**config.mk**
```make
export PLATFORM = sky130hd
export DESIGN_NAME = dtm_top
export DESIGN_NICKNAME = d
export VERILOG_FILES = /design/src/rtl/dtm_pkg.sv /design/src/rtl/dtm_top.sv
export VERILOG_INCLUDE_DIRS = /design/src /design/src/rtl
export SDC_FILE = /design/constraint.sdc
export NUM_CORES = 1
export LEC_CHECK = 0
export ABC_AREA = 1
export BUFFER_PORTS_ARGS = -buffer_cell sky130_fd_sc_hd__clkbuf_2
export CAP_MARGIN = 20
export CORE_MARGIN = 5
export CORE_UTILIZATION = 60
export DETAILED_ROUTE_END_ITERATION = 7
export GPL_ROUTABILITY_DRIVEN = 0
export PLACE_DENSITY = 0.9
export SYNTH_ARGS = -nofsm -noshare
export SYNTH_HDL_FRONTEND = slang
export SYNTH_SLANG_ARGS = --single-unit
```
**constraint.sdc**
```tcl
create_clock -name clk -period 13.6 [get_ports clk]
set_input_delay 2.72 -clock clk [delete_from_list [all_inputs] [get_ports clk]]
set_output_delay 2.72 -clock clk [all_outputs]
set_load 0.01 [all_outputs]
```
**src/rtl/dtm_regs.svh**
```systemverilog
// register offsets, field positions, reset values and timing counts of the drive trip monitor
// assumes a 100 MHz system clock and a 32-bit avalon-mm slave port with byte addresses
// Function
// - encoder selected as feedback and no feedback signal raises encoder trip
// - current control mode: field current below 6% of rated flags field loss
// - voltage control mode: field current below 50mA flags field loss
// - field loss must persist 1 second before the trip; shorter never trips (code counts 10000 ticks of 100us, so it can trip up to one tick short)
// - field supply disabled suppresses the field loss trip entirely
// - total or single phase loss of the three-phase supply raises supply trip
// - supply frequency outside 45 to 65 hertz raises the mains sync trip
// - invalid frame on the peer serial port raises the peer link trip
// - peer link trip armed only in peer follower mode
// - at standstill, current above stall limit longer than stall time trips
// - stall enable off keeps stall timer and stall trip inactive
// - current feedback above 280% of rated raises the overcurrent trip
// - 300% up to 15ms or 325% up to 6.6ms must not trip
`ifndef DTM_REGS_SVH
`define DTM_REGS_SVH

// ----------------------------------------------------------------
// register offsets (byte addresses)
// ----------------------------------------------------------------
`define DTM_OFS_CTRL 8'h00
`define DTM_OFS_RATED_FIELD 8'h04
`define DTM_OFS_RATED_ARM 8'h08
`define DTM_OFS_STALL_LIMIT 8'h0c
`define DTM_OFS_STALL_DELAY 8'h10
`define DTM_OFS_TRIP 8'h14
`define DTM_OFS_IRQ_STATUS 8'h18
`define DTM_OFS_IRQ_MASK 8'h1c

// ----------------------------------------------------------------
// control register fields
// ----------------------------------------------------------------
`define DTM_CTRL_FIELD_EN 0
`define DTM_CTRL_FIELD_VMODE 1
`define DTM_CTRL_STALL_EN 2
`define DTM_CTRL_FOLLOWER 3
`define DTM_CTRL_FBK_LO 4
`define DTM_CTRL_FBK_HI 5
`define DTM_CTRL_CLEAR 8
`define DTM_CTRL_RESET 9'h001
`define DTM_FBK_ENCODER 2'h2

// ----------------------------------------------------------------
// reset values and trip thresholds
// ----------------------------------------------------------------
`define DTM_RATED_FIELD_RESET 16'h03e8
`define DTM_RATED_ARM_RESET 16'h2710
`define DTM_STALL_LIMIT_RESET 16'h2710
`define DTM_STALL_DELAY_RESET 16'h2710
`define DTM_FIELD_LOSS_PCT 32'd6
`define DTM_FIELD_LOSS_MA 16'd50
`define DTM_OVER_PCT 32'd280
`define DTM_OVER_HIGH_PCT 32'd325
`define DTM_FREQ_MIN_DHZ 16'd450
`define DTM_FREQ_MAX_DHZ 16'd650

// ----------------------------------------------------------------
// timing: sample tick and trip delays
// ----------------------------------------------------------------
`define DTM_CLK_NS 10
`define DTM_TICK_NS 100000
`define DTM_TICK_CYCLES (`DTM_TICK_NS / `DTM_CLK_NS)
`define DTM_FIELD_DELAY_MS 1000
`define DTM_FIELD_DELAY_TICKS ((`DTM_FIELD_DELAY_MS * 1000000) / `DTM_TICK_NS)
`define DTM_OVER_LONG_US 15000
`define DTM_OVER_LONG_TICKS ((`DTM_OVER_LONG_US * 1000) / `DTM_TICK_NS)
`define DTM_OVER_SHORT_US 6600
`define DTM_OVER_SHORT_TICKS ((`DTM_OVER_SHORT_US * 1000) / `DTM_TICK_NS)

`endif

```
**src/rtl/dtm_pkg.sv**
```systemverilog
// types shared by the drive trip monitor
// assumes dtm_regs.svh holds all numeric constants
`default_nettype none
package dtm_pkg;
    // first-trip code; none means no trip latched
    typedef enum logic [3:0] {
        DTM_NONE,
        DTM_ENCODER,
        DTM_FIELD,
        DTM_SUPPLY,
        DTM_SYNC,
        DTM_PEER,
        DTM_STALL,
        DTM_OVER
    } dtm_code_e;
    typedef logic [6:0] dtm_trips_t;
endpackage : dtm_pkg
`default_nettype wire

```
**src/rtl/dtm_top.sv**
```systemverilog
// drive trip monitor: qualifies fault conditions, latches trips, avalon-mm registers
// assumes measurement values and peer frame strobes come from logic on clk
`timescale 1ns/10ps
`default_nettype none
`include "dtm_regs.svh"

module dtm_top #(
    parameter int TICK_CYCLES = `DTM_TICK_CYCLES,
    parameter int FIELD_DELAY_TICKS = `DTM_FIELD_DELAY_TICKS
) (
    input wire logic clk,
    input wire logic resetn,
    input wire logic [7:0] avs_address,
    input wire logic avs_read,
    input wire logic avs_write,
    input wire logic [31:0] avs_writedata,
    input wire logic [3:0] avs_byteenable,
    output logic [31:0] avs_readdata,
    output logic avs_waitrequest,
    input wire logic encoder_present,
    input wire logic [2:0] phase_present,
    input wire logic [15:0] field_current_ma,
    input wire logic [15:0] armature_current,
    input wire logic [15:0] supply_freq_dhz,
    input wire logic peer_frame_done,
    input wire logic peer_frame_bad,
    input wire logic standstill_flag,
    output var dtm_pkg::dtm_trips_t trips,
    output var dtm_pkg::dtm_code_e first_trip,
    output logic trip_any,
    output logic irq
);
    import dtm_pkg::*;

    // ----------------------------------------------------------------
    // pin synchronisers
    // ----------------------------------------------------------------
    logic [3:0] sync1_q, sync2_q;
    always_ff @(posedge clk) begin
        if (!resetn) begin
            // pins reset to their present level so no false trip follows reset
            sync1_q <= 4'hf;
            sync2_q <= 4'hf;
        end else begin
            sync1_q <= {encoder_present, phase_present};
            sync2_q <= sync1_q;
        end
    end

    // ----------------------------------------------------------------
    // registers and bus state
    // ----------------------------------------------------------------
    logic [8:0] ctrl_q, ctrl_d;
    logic [15:0] rated_field_q, rated_field_d, rated_arm_q, rated_arm_d;
    logic [15:0] stall_limit_q, stall_limit_d, stall_delay_q, stall_delay_d;
    logic [6:0] irq_status_q, irq_status_d, irq_mask_q, irq_mask_d;
    logic wait_q, wait_d;
    logic [31:0] rdata_q, rdata_d;
    logic [31:0] wmask;
    logic wr_go, rd_go, clear_go;

    // ----------------------------------------------------------------
    // sample tick and trip state
    // ----------------------------------------------------------------
    logic [31:0] tick_cnt_q, tick_cnt_d;
    logic tick_q, tick_d;
    logic [31:0] field_cnt_q, field_cnt_d;
    logic [15:0] stall_cnt_q, stall_cnt_d;
    logic [15:0] over_cnt_q, over_cnt_d;
    dtm_trips_t cause, trip_q, trip_d;
    dtm_code_e first_q, first_d;
    logic any_q, any_d, irq_q, irq_d;
    logic field_low, field_cond, stall_cond, over_cond, over_high;
    logic field_trip, stall_trip, over_trip;
    logic [31:0] field_x100, arm_x100, rated_field_x6, rated_arm_x280, rated_arm_x325;

    always_comb begin
        wmask = {{8{avs_byteenable[3]}}, {8{avs_byteenable[2]}},
                 {8{avs_byteenable[1]}}, {8{avs_byteenable[0]}}};
        // the request is taken on the edge where waitrequest is already low
        wr_go = avs_write && !wait_q;
        rd_go = avs_read && !wait_q;
        clear_go = wr_go && (avs_address == `DTM_OFS_CTRL) && wmask[`DTM_CTRL_CLEAR]
                   && avs_writedata[`DTM_CTRL_CLEAR];
    end

    // ----------------------------------------------------------------
    // fault conditions
    // ----------------------------------------------------------------
    always_comb begin
        field_x100 = 32'(field_current_ma) * 32'd100;
        arm_x100 = 32'(armature_current) * 32'd100;
        rated_field_x6 = 32'(rated_field_q) * `DTM_FIELD_LOSS_PCT;
        rated_arm_x280 = 32'(rated_arm_q) * `DTM_OVER_PCT;
        rated_arm_x325 = 32'(rated_arm_q) * `DTM_OVER_HIGH_PCT;
        if (ctrl_q[`DTM_CTRL_FIELD_VMODE]) begin
            field_low = field_current_ma < `DTM_FIELD_LOSS_MA;
        end else begin
            field_low = field_x100 < rated_field_x6;
        end
        field_cond = field_low && ctrl_q[`DTM_CTRL_FIELD_EN];
        stall_cond = ctrl_q[`DTM_CTRL_STALL_EN] && standstill_flag
                     && (armature_current > stall_limit_q);
        over_cond = arm_x100 > rated_arm_x280;
        over_high = arm_x100 > rated_arm_x325;
        field_trip = field_cnt_q >= 32'(FIELD_DELAY_TICKS);
        stall_trip = stall_cond && (stall_cnt_q > stall_delay_q);
        over_trip = over_cond && ((over_high && over_cnt_q > 16'(`DTM_OVER_SHORT_TICKS))
                    || over_cnt_q > 16'(`DTM_OVER_LONG_TICKS));
        cause[0] = (ctrl_q[`DTM_CTRL_FBK_HI:`DTM_CTRL_FBK_LO] == `DTM_FBK_ENCODER)
                   && !sync2_q[3];
        cause[1] = field_trip && field_cond;
        cause[2] = !(&sync2_q[2:0]);
        cause[3] = (supply_freq_dhz < `DTM_FREQ_MIN_DHZ)
                   || (supply_freq_dhz > `DTM_FREQ_MAX_DHZ);
        cause[4] = ctrl_q[`DTM_CTRL_FOLLOWER] && peer_frame_done && peer_frame_bad;
        cause[5] = stall_trip;
        cause[6] = over_trip;
    end

    // ----------------------------------------------------------------
    // delay counters
    // ----------------------------------------------------------------
    always_comb begin
        tick_d = tick_cnt_q == 32'(TICK_CYCLES - 1);
        tick_cnt_d = tick_d ? 32'h0 : tick_cnt_q + 32'h1;
        field_cnt_d = !field_cond ? 32'h0 :
                      (tick_q && !field_trip) ? field_cnt_q + 32'h1 : field_cnt_q;
        stall_cnt_d = !stall_cond ? 16'h0 :
                      (tick_q && stall_cnt_q != 16'hffff) ? stall_cnt_q + 16'h1 : stall_cnt_q;
        over_cnt_d = !over_cond ? 16'h0 :
                     (tick_q && over_cnt_q != 16'hffff) ? over_cnt_q + 16'h1 : over_cnt_q;
    end

    always_ff @(posedge clk) begin
        if (!resetn) begin
            tick_cnt_q <= 32'h0;
            tick_q <= 1'b0;
            field_cnt_q <= 32'h0;
            stall_cnt_q <= 16'h0;
            over_cnt_q <= 16'h0;
        end else begin
            tick_cnt_q <= tick_cnt_d;
            tick_q <= tick_d;
            field_cnt_q <= field_cnt_d;
            stall_cnt_q <= stall_cnt_d;
            over_cnt_q <= over_cnt_d;
        end
    end

    // ----------------------------------------------------------------
    // trip latches and first-trip code
    // ----------------------------------------------------------------
    always_comb begin
        trip_d = trip_q | cause;
        if (clear_go) begin
            // a clear only drops trips whose cause is gone
            trip_d = cause | (trip_q & cause);
        end
        first_d = first_q;
        if (first_q == DTM_NONE || trip_q == 7'h0) begin
            first_d = DTM_NONE;
            for (int i = 6; i >= 0; i--) begin
                if (trip_d[i]) begin
                    first_d = dtm_code_e'(4'(i + 1));
                end
            end
        end
        if (trip_d == 7'h0) begin
            first_d = DTM_NONE;
        end
        any_d = |trip_d;
    end

    // ----------------------------------------------------------------
    // interrupt status, read-to-clear; a new event wins over the clear
    // ----------------------------------------------------------------
    always_comb begin
        irq_status_d = irq_status_q;
        if (rd_go && avs_address == `DTM_OFS_IRQ_STATUS) begin
            // only bits handed out in the read data clear; a later event survives
            irq_status_d = irq_status_q & ~rdata_q[6:0];
        end
        irq_status_d = irq_status_d | (trip_d & ~trip_q);
        irq_d = |(irq_status_d & irq_mask_d);
    end

    // ----------------------------------------------------------------
    // avalon-mm slave: one wait cycle, then the request is taken
    // ----------------------------------------------------------------
    always_comb begin
        ctrl_d = ctrl_q;
        ctrl_d[`DTM_CTRL_CLEAR] = 1'b0;
        rated_field_d = rated_field_q;
        rated_arm_d = rated_arm_q;
        stall_limit_d = stall_limit_q;
        stall_delay_d = stall_delay_q;
        irq_mask_d = irq_mask_q;
        // waitrequest drops for exactly one cycle per request
        wait_d = !((avs_read || avs_write) && wait_q);
        rdata_d = rdata_q;
        if (wr_go) begin
            unique case (avs_address)
                `DTM_OFS_CTRL: begin
                    ctrl_d[5:0] = (ctrl_q[5:0] & ~wmask[5:0]) | (avs_writedata[5:0] & wmask[5:0]);
                end
                `DTM_OFS_RATED_FIELD: begin
                    rated_field_d = (rated_field_q & ~wmask[15:0])
                                    | (avs_writedata[15:0] & wmask[15:0]);
                end
                `DTM_OFS_RATED_ARM: begin
                    rated_arm_d = (rated_arm_q & ~wmask[15:0])
                                  | (avs_writedata[15:0] & wmask[15:0]);
                end
                `DTM_OFS_STALL_LIMIT: begin
                    stall_limit_d = (stall_limit_q & ~wmask[15:0])
                                    | (avs_writedata[15:0] & wmask[15:0]);
                end
                `DTM_OFS_STALL_DELAY: begin
                    stall_delay_d = (stall_delay_q & ~wmask[15:0])
                                    | (avs_writedata[15:0] & wmask[15:0]);
                end
                `DTM_OFS_IRQ_MASK: begin
                    irq_mask_d = (irq_mask_q & ~wmask[6:0]) | (avs_writedata[6:0] & wmask[6:0]);
                end
                default: begin
                end
            endcase
        end
        if (avs_read && wait_q) begin
            unique case (avs_address)
                `DTM_OFS_CTRL: rdata_d = {26'h0, ctrl_q[5:0]};
                `DTM_OFS_RATED_FIELD: rdata_d = {16'h0, rated_field_q};
                `DTM_OFS_RATED_ARM: rdata_d = {16'h0, rated_arm_q};
                `DTM_OFS_STALL_LIMIT: rdata_d = {16'h0, stall_limit_q};
                `DTM_OFS_STALL_DELAY: rdata_d = {16'h0, stall_delay_q};
                `DTM_OFS_TRIP: rdata_d = {20'h0, first_q, 1'b0, trip_q};
                `DTM_OFS_IRQ_STATUS: rdata_d = {25'h0, irq_status_q};
                `DTM_OFS_IRQ_MASK: rdata_d = {25'h0, irq_mask_q};
                default: rdata_d = 32'h0;
            endcase
        end
    end

    always_ff @(posedge clk) begin
        if (!resetn) begin
            ctrl_q <= `DTM_CTRL_RESET;
            rated_field_q <= `DTM_RATED_FIELD_RESET;
            rated_arm_q <= `DTM_RATED_ARM_RESET;
            stall_limit_q <= `DTM_STALL_LIMIT_RESET;
            stall_delay_q <= `DTM_STALL_DELAY_RESET;
            irq_status_q <= 7'h0;
            irq_mask_q <= 7'h0;
            wait_q <= 1'b1;
            rdata_q <= 32'h0;
            trip_q <= 7'h0;
            first_q <= DTM_NONE;
            any_q <= 1'b0;
            irq_q <= 1'b0;
        end else begin
            ctrl_q <= ctrl_d;
            rated_field_q <= rated_field_d;
            rated_arm_q <= rated_arm_d;
            stall_limit_q <= stall_limit_d;
            stall_delay_q <= stall_delay_d;
            irq_status_q <= irq_status_d;
            irq_mask_q <= irq_mask_d;
            wait_q <= wait_d;
            rdata_q <= rdata_d;
            trip_q <= trip_d;
            first_q <= first_d;
            any_q <= any_d;
            irq_q <= irq_d;
        end
    end

    assign avs_readdata = rdata_q;
    assign avs_waitrequest = wait_q;
    assign trips = trip_q;
    assign first_trip = first_q;
    assign trip_any = any_q;
    assign irq = irq_q;
endmodule : dtm_top

`default_nettype wire

```
### Word level (Yosys, flattened, before mapping)

Index checks and enable logic that the tools add are counted.

* add/subtract/negate cells: 4
* multipliers: 5
* div/mod/pow operators: 0
* $lt $le $gt $ge: 11
* equality and inequality tests: 11
* shift operators: 0
* mux-type cells: 13
* bitwise gates (word level): 28
* reductions and logical operators: 47

Operator list (count)
* $pmux 16 s8: 1
* $and 16x16->16: 5
* $add 32x1->32 const B: 2
* $or 16x16->16: 4
* $gt 23x25->1: 2
* $and 7x7->7: 6
* $mul 16x5->21 const B: 2
* $add 16x1->16 const B: 2
* $eq 32x14->1 const B: 1
* $eq 8x5->1 const B: 4
* $ge 32x14->1 const B: 1
* $gt 16x16->1: 2
* $ne 16x16->1 const B: 2
* $mux 7: 4
* $or 7x7->7: 4
* $mul 16x9->25 const B: 1
* $mux 4: 6
* $lt 23x19->1: 1
* $mul 16x6->22 const B: 1
* $logic_and 1x1->1: 21
* $not 7->7: 3
* $mul 16x2->18 const B: 1
* $eq 8x4->1 const B: 2
* $gt 16x10->1 const B: 1
* other kinds (22): 40

* flip-flop bits (word level): 235
* latch bits: 0
* memory bits (writable): 0
* ROM bits: 0
* bits of input ports: 103
* output and inout port bits: 46
* word-level logic and storage cells: 139
* memories: 0

### Depth between registers and ports, before layout

Gate-level depths: netlist of the first run.

* depth in word-level cells: 15
* mapped depth: 41
* mapped depth without buffers: 41

### Worst setup path after synthesis of the first run

No wires, ideal clock.

* kind: input to register
* from: input port armature_current[3]
* to: register first_q[2], in the netlist first_trip[2]
* setup time: 119 ps
* arrival: 6816 ps
* data required time: 13481 ps
* path slack: 6665 ps
* cell stages on the path: 39
* buffers on the path: 0
* cell sequence: ha_1 -> ha_1 -> inv_1 -> fa_1 -> inv_1 -> ha_1 -> a21oi_1 -> o21ai_1 -> nand2_1 -> o211ai_1 -> a21oi_1 -> o21bai_1 -> nand2_1 -> nand2_1 -> nand2_1 -> nand2_1 -> a21oi_1 -> o21ai_1 -> (+3 left out) -> inv_1 -> nand4_1 -> nor2_1 -> nand2_1 -> nand2_1 -> inv_1 -> nand3_1 -> nor2_1 -> nand2_1 -> nand2_1 -> nand2_1 -> nand2_2 -> inv_2 -> nand3_1 -> nand2_1 -> nor2_1 -> a21oi_1 -> nor2_1

* longest elaborated chain between the ends: 15
* elaborated cells between the ends (all ways): 22
* classes of those cells: mul: 1; order compare: 3; mux: 8; bitwise: 3; reduce/logical: 7

Ends and longest elaborated chain
* start: declaration: RTL line dtm_top.sv:23 `input wire logic [15:0] armature_current,`
* $mul 16x5->21: RTL line dtm_top.sv:92 `arm_x100 = 32'(armature_current) * 32'd100;`
* $gt 23x25->1: RTL line dtm_top.sv:105 `over_high = arm_x100 > rated_arm_x325;`
* $logic_and 1x1->1: RTL line dtm_top.sv:108 `` over_trip = over_cond && ((over_high && over_cnt_q > 16'(`DTM_OVER_SHORT_TICKS)) ``
* $logic_or 1x1->1: RTL line dtm_top.sv:108
* $logic_and 1x1->1: RTL line dtm_top.sv:108
* $and 7x7->7: RTL line dtm_top.sv:158 `trip_d = cause | (trip_q & cause);`
* $or 7x7->7: RTL line dtm_top.sv:158
* $mux 7 (*): RTL line dtm_top.sv:156 `if (clear_go) begin`
* $mux 3: RTL line dtm_top.sv:164 `if (trip_d[i]) begin`
* $mux 4 (6 in series): RTL line dtm_top.sv:164
* end signal: assignment: RTL line dtm_top.sv:271 `first_q <= first_d;`
* end: declaration: RTL line dtm_top.sv:71 `dtm_code_e first_q, first_d;`

Every way passes the cells marked *; elsewhere a longest branch is shown, timed or not.
A chain may end at the register's enable or synchronous reset.

### Worst setup path in the final report of the first run

* from: input port armature_current[2]
* to: register first_q[0], in the netlist first_trip[0]

The elaborated chain is that of the path after synthesis.

==> impl_metrics.csv, run 1 <==
group,metric,value,unit
outcome,status,"finished clean",
sta,fin_crit,7.63,ns
floorplan,rows,66,
sta,hold_viol,0,
global_routing,grt_max_degree,67,
min_path,hp-class,"reg2reg",
yosys,synth.avg_cell_area,7.35,um2
global_routing,grt_pass1_vias,18199,
sta,setup_tns,0,ns
cts,hold_buffers,0,
finish,syn2layout_area_growth,8.86,%
finish,layout.nets,3274,
yosys,muxShareOfSynthArea,0,%
power_and_ir_drop,combPwrFrac,30.3,%
floorplan,die_h,191,um
sta,drv_slew,0,
cts,cts_tree,"done",
worst_setup_path,reg2regPathDepth,37,
power_and_ir_drop,p_switching,0.614,mW
worst_setup_path,path_max_fanout,5,
floorplan,start_util,60.6,%
worst_setup_path,critPathArrivalTime,8.05,ns
floorplan,boundaryPins,149,
global_routing,grt_overflow,0,
placed_design,dpl.hpwl,40800,um
yosys,synthSimpleGateAreaFrac,21.7,%
floorplan,dieWidth,191,um
yosys,synth_compound_area_share,12.4,%
power_and_ir_drop,clkPwrFrac,34.7,%
placed_design,preCtsSetupSlack,5.57,ns
worst_setup_path,required,14.01,ns
global_routing,track_usage,27.6,%
cts,clkLatencyLatePin,0.53,ns
sta,setup_viol,0,
cts,root_buffer,"clkbuf_16",
power_and_ir_drop,leakagePower,10.7,nW
min_path,whs_path_depth,1,
yosys,synth_flop_cell,"dfxtp_1",
global_routing,grt_pass1_wl,84300,um
yosys,synth_cell_types,63,
finish,final_layout_size_suffix_gt1_share,8.46,%
power_and_ir_drop,p_total,1.85,mW
yosys,synthXorXnorAreaFrac,5.00,%
power_and_ir_drop,ir_drop,0.0910,mV
finish,layout_commonest_cell,"inv_1",
drt,drtAntennaViolNets,0,
sta,finalCritPeriodShare,56.1,%
cts,ctsResizeCount,0,
worst_setup_path,cp.depth,29,
yosys,yosysSeqAreaShare,22.3,%
cts,clock_sinks,218,
power_and_ir_drop,seq_power_share,35.0,%
yosys,synth_top_family_by_area,"adder cells",
cts,postCtsSetupBuffers,0,
placed_design,port_buffers,113,
sta,fin_skew,0.0188,ns
worst_setup_path,crit_family,"simple AND/OR/NAND/NOR gates",
power_and_ir_drop,power.share.switching,33.2,%
yosys,async_flop_share,0,%
drt,drcViolationCount,0,
floorplan,die_area,36400,um2
cts,numCtsBuffers,23,
drt,drt_iter0_markers,1598,
worst_setup_path,worst_path_max_delay_cell,"fa_1",
drt,vias,18292,
yosys,yosys.area_share.adder,27.3,%
sta,fmaxAchievable,131,MHz
finish,fin_util,65.9,%
drt,vias_per_cell,5.66,
yosys,syn_area,19600,um2
yosys,ys_top_cells_by_area,"dfxtp_1 22%, ha_1 22%, inv_1 9.6%",
yosys,synth_top_area_share,22.3,%
yosys,yosysTopAreaCell,"dfxtp_1",
worst_setup_path,path_class,"in2reg",
sta,postLayoutSetupSlackWorst,5.97,ns
yosys,synth_warnings,0,
drt,first_pass_iters,6,
yosys,synth_edf_count,0,
sta,slew_headroom,37.2,%
global_routing,antenna_found_initial,1,
sta,tightest_slew,0.938,ns
finish,final_cell_mix,"500 x inv_1, 482 x nand2_1, 342 x ha_1",
job,max_cap_viol_count,0,
finish,n_fill_cell,2570,
worst_setup_path,critPathMostFrequentCell,"nand2_1",
floorplan,core-area,32400,um2
sta,holdWs,0.418,ns
worst_setup_path,cp-end-kind,"register",
drt,avgRoutedWirePerCell,15.7,um
sta,rsz0062_at_grt,"false",
power_and_ir_drop,p_per_area,86.6,nW/um2
worst_setup_path,path_buf_inv,2,
power_and_ir_drop,p_int,1.23,mW
yosys,ys_ff_latch,218,
yosys,synth_cells,2668,
cts,h-tree-depth,1,
cts,cts.path.max_buffers,3,
worst_setup_path,max_stage_delay,0.46,ns
drt,wl,50800,um
cts,path_clk_slew,0.06,ns
worst_setup_path,start_kind,"primary input",
==> power by group through the flow <==
stage / clock network (mW) / registers [mW] / logic, mW
6_report: 0.641 / 0.647 / 0.561
3_5_place_dp: 0 / 0.661 / 0.545
5_1_grt: 0.677 / 0.647 / 0.642
2_1_floorplan: 0 / 0.661 / 0.413
3_3_place_gp: 0 / 0.661 / 0.512
4_1_cts: 0.645 / 0.647 / 0.550
==> path summary, 6_finish.rpt <==
| kind | startpoint | to | slack [ns] |
|---|---|---|---|
| worst max-delay path | armature_current[2] | first_trip[0] | 5.97 |
| worst min-delay path | sync1_q[1] | sync2_q[1] | 0.42 |
| worst max register to register | register | first_trip[0] | 7.49 |
| worst min register to register | sync1_q[1] | sync2_q[1] | 0.42 |
==> synth_stat cells (21+ instances only) <==
library cell / n
nor2_1: 215
nand2_1: 482
clkbuf_1: 21
xor2_1: 82
nor3_1: 36
fa_1: 54
xnor2_1: 30
inv_1: 501
nand3_1: 87
ha_1: 342
o21ai_0: 86
a21oi_1: 202
a211oi_1: 23
o211ai_1: 23
nand4_1: 37
dfxtp_1: 218
==> through the flow <==
stage	instance area (um2)	cells
finish	21300	3233
detailed placement	20500	3191
global placement	20500	3191
floorplan	19700	2684
global route	21300	3233
CTS	21300	3231
==> final cells by class <==
type	instances	area (um2)	share of cell area, %
multi-input cells	1895	13100	61.3
inverters	521	1960	9.18
clock buffers	30	652	3.05
clock inverters	10	125	0.586
diodes	1	2.50	0.0117
flip-flops and latches	218	4360	20.4
well taps	442	553	2.59
repair buffers	116	608	2.85
==> cells by family (layout without fill, tap and decap cells) <==
group                      after synthesis  count (layout)
other                                    1              18
xor gates and xnor gates               112             112
buffers and inverters                  571             677
AOI/OAI and AO/OA                      419             419
and+or+nand+nor                        951             951
DFF                                    218             218
adders and majority gates              396             396
==> layer usage <==
layer | up-vias | GRT usage, % | routed length [um]
li1 | 8873 | - | -
met1 | 8364 | 34.6 | 20400
met2 | 850 | 45.9 | 23100
met3 | 205 | 5.29 | 4650
met4 | 0 | 12.8 | 2780
met5 | - | 0.137 | 0
==> worst reg2reg max path, delay by kind of cell, from the launching register on <==
family,cells,cell delay (ns)
simple gates,20,1.74
xor+xnor,1,0.10
fa+ha+maj,6,2.44
buf+inv,6,0.38
flops,1,0.61
compound gates,4,0.77
Power figures use the tool's default switching activity.
==> run 2: changes to the inputs <==
- CORE_UTILIZATION: 60 -> 56
- PLACE_DENSITY: 0.9 -> 0.88
- clock period: 13.6 -> 6.1 ns (I/O delays scaled with it)
==> run 2 against run 1 <==
Compared with the run above:
- the flow now finishes with violations (design-rule violations)
- cell area increased by 2.1%
- final cell count rose by 1.8%
- count of clock-buffer cells in the layout unchanged
- hold slack got worse by 0.0018 ns
- routed wire length increased by 4.4%
- setup slack got worse by 5.8 ns
- clock skew rose by 0.0068 ns
- power is 130% higher
- non-clock buffer count rose by 40
- sequential power increased by 120%
- sequential cell count did not move
- critical path type unchanged
- largest cell class unchanged
==> impl_metrics.csv, run 2 (synthesized netlist as in run 1, its figures left out) <==
group,metric,value,unit
outcome,status,"complete, but fails checks",
outcome,violations,"design-rule violations",
drt,top_layer,"met4",
drt,wl,53100,um
min_path,hold_start,"sync1_q[1]",
finish,n_fill_cell,2721,
cts,path_clk_slew,0.06,ns
power_and_ir_drop,ir_drop,0.216,mV
sta,tightest_slew,0.993,ns
placed_design,dp.cells,3240,
finish,final_cell_mix,"500 x inv_1, 480 x nand2_1, 337 x ha_1",
global_routing,grt_pass1_wl,84900,um
sta,hold_viol,0,
drt,drcViolationCount,2,
drt,drt_iter0_markers,1712,
placed_design,placed_cell_area,20800,um2
placed_design,dpl.hpwl,41800,um
worst_setup_path,critPathMostFrequentCell,"nand2_1",
drt,vias,18665,
floorplan,start_util,56.8,%
min_path,hp-class,"reg2reg",
drt,wl_met2,24500,um
finish,syn2layout_area_growth,11.2,%
finish,layout_commonest_cell,"inv_1",
sta,drv_slew,0,
worst_setup_path,max_stage_delay,0.51,ns
worst_setup_path,worst_path_max_delay_cell,"fa_1",
sta,finalCritPeriodShare,97.4,%
cts,clkLatencyLatePin,0.53,ns
cts,h-tree-depth,1,
global_routing,antenna_found_initial,4,
finish,stdcell_count,3292,
sta,slew_headroom,33.5,%
drt,drtAntennaViolNets,0,
worst_setup_path,critPathArrivalTime,6.41,ns
worst_setup_path,start_kind,"primary input",
finish,final_layout_size_suffix_gt1_share,10.6,%
sta,holdWs,0.416,ns
worst_setup_path,path_max_fanout,4,
global_routing,grt_max_degree,67,
drt,first_pass_iters,8,
cts,clock_sinks,218,
cts,hold_buffers,0,
cts,cts.path.max_buffers,3,
floorplan,die_area,38900,um2
worst_setup_path,crit_start,"armature_current[8]",
worst_setup_path,cp-end-kind,"register",
worst_setup_path,path_class,"in2reg",
cts,root_buffer,"clkbuf_16",
global_routing,grt_overflow,0,
placed_design,port_buffers,113,
drt,dr_wl_met3,4510,um
drt,wl_met1,21100,um
global_routing,grt_pass1_vias,18256,
drt,avgRoutedWirePerCell,16.1,um
sta,fin_skew,0.0256,ns
global_routing,track_usage,25.8,%
cts,numCtsBuffers,23,
power_and_ir_drop,leakagePower,10.9,nW
power_and_ir_drop,p_per_area,197,nW/um2
sta,setup_tns,0,ns
floorplan,die_h,197,um
floorplan,boundaryPins,149,
finish,layout.nets,3314,
sta,fmaxAchievable,168,MHz
job,max_cap_viol_count,0,
sta,setup_viol,0,
sta,fin_crit,5.94,ns
cts,cts_tree,"done",
finish,fin_area,21800,um2
power_and_ir_drop,p_total,4.29,mW
worst_setup_path,required,6.57,ns
floorplan,rows,68,
drt,vias_per_cell,5.67,
floorplan,dieWidth,197,um
floorplan,core-area,34500,um2
==> run 2: cell types whose count changed in the layout (fill, tap and decap cells not counted), sizes merged <==
| cell | delta |
|---|---|
| buf | +40 |
| clkinv | +2 |
| inv | -1 |
| clkinvlp | +1 |
| diode | +4 |
==> run 2: what timing repair did <==
item | CTS | global route
buffers inserted | 0 | 5
resized for setup | 0 | 23
endpoints found under the setup margin | 0 | 5
hold endpoints to repair | 0 | 0
==> run 2: worst paths after layout <==
check	to	slack, ns	cells after the start
min reg2reg	sync2_q[1]	0.42	1
max reg2reg	first_trip[0]	0.29	41
min	sync2_q[1]	0.42	1
max	first_trip[0]	0.16	42
==> run 2: area by class of cell <==
class	count	area (um2)	share of cell area, %
Multi-Input combinational cell	1895	13200	60.6
Sequential cell	218	4370	20.0
Inverter	521	1960	8.99
Timing Repair Buffer	156	888	4.08
Clock buffer	30	662	3.04
Tap cell	455	569	2.61
Clock inverter	12	138	0.631
Antenna cell	5	12.5	0.0574
==> run 2: where the power goes <==
part           total [mW]  internal, mW  switching (mW)
Clock                1.46         0.858           0.601
Sequential           1.44          1.43         0.00721
Combinational        1.39         0.549           0.841
Total                4.29          2.84            1.45
==> run 2: worst max-delay path, delay by kind of cell <==
kind	cells	cell delay (ns)
simple gates	26	2.10
compound gates	5	0.70
xor+xnor	1	0.25
fa+ha+maj	5	1.71
buf+inv	5	0.40
==> run 2: routing by layer <==
layer | GRT usage (%) | vias up
li1 | - | 8928
met1 | 33.2 | 8627
met2 | 43.6 | 898
met3 | 3.10 | 212
met4 | 11.7 | 0
met5 | 0 | -
==> run 2: per-stage QoR <==
stage / worst slack [ns] / utilization (%)
6_report: 0.159 / 63.1
5_1_grt: -0.111 / 63.1
4_1_cts: 0.200 / 62.6
3_5_place_dp: -0.182 / 60.3
3_3_place_gp: -0.00524 / 60.3
2_1_floorplan: 0.665 / -
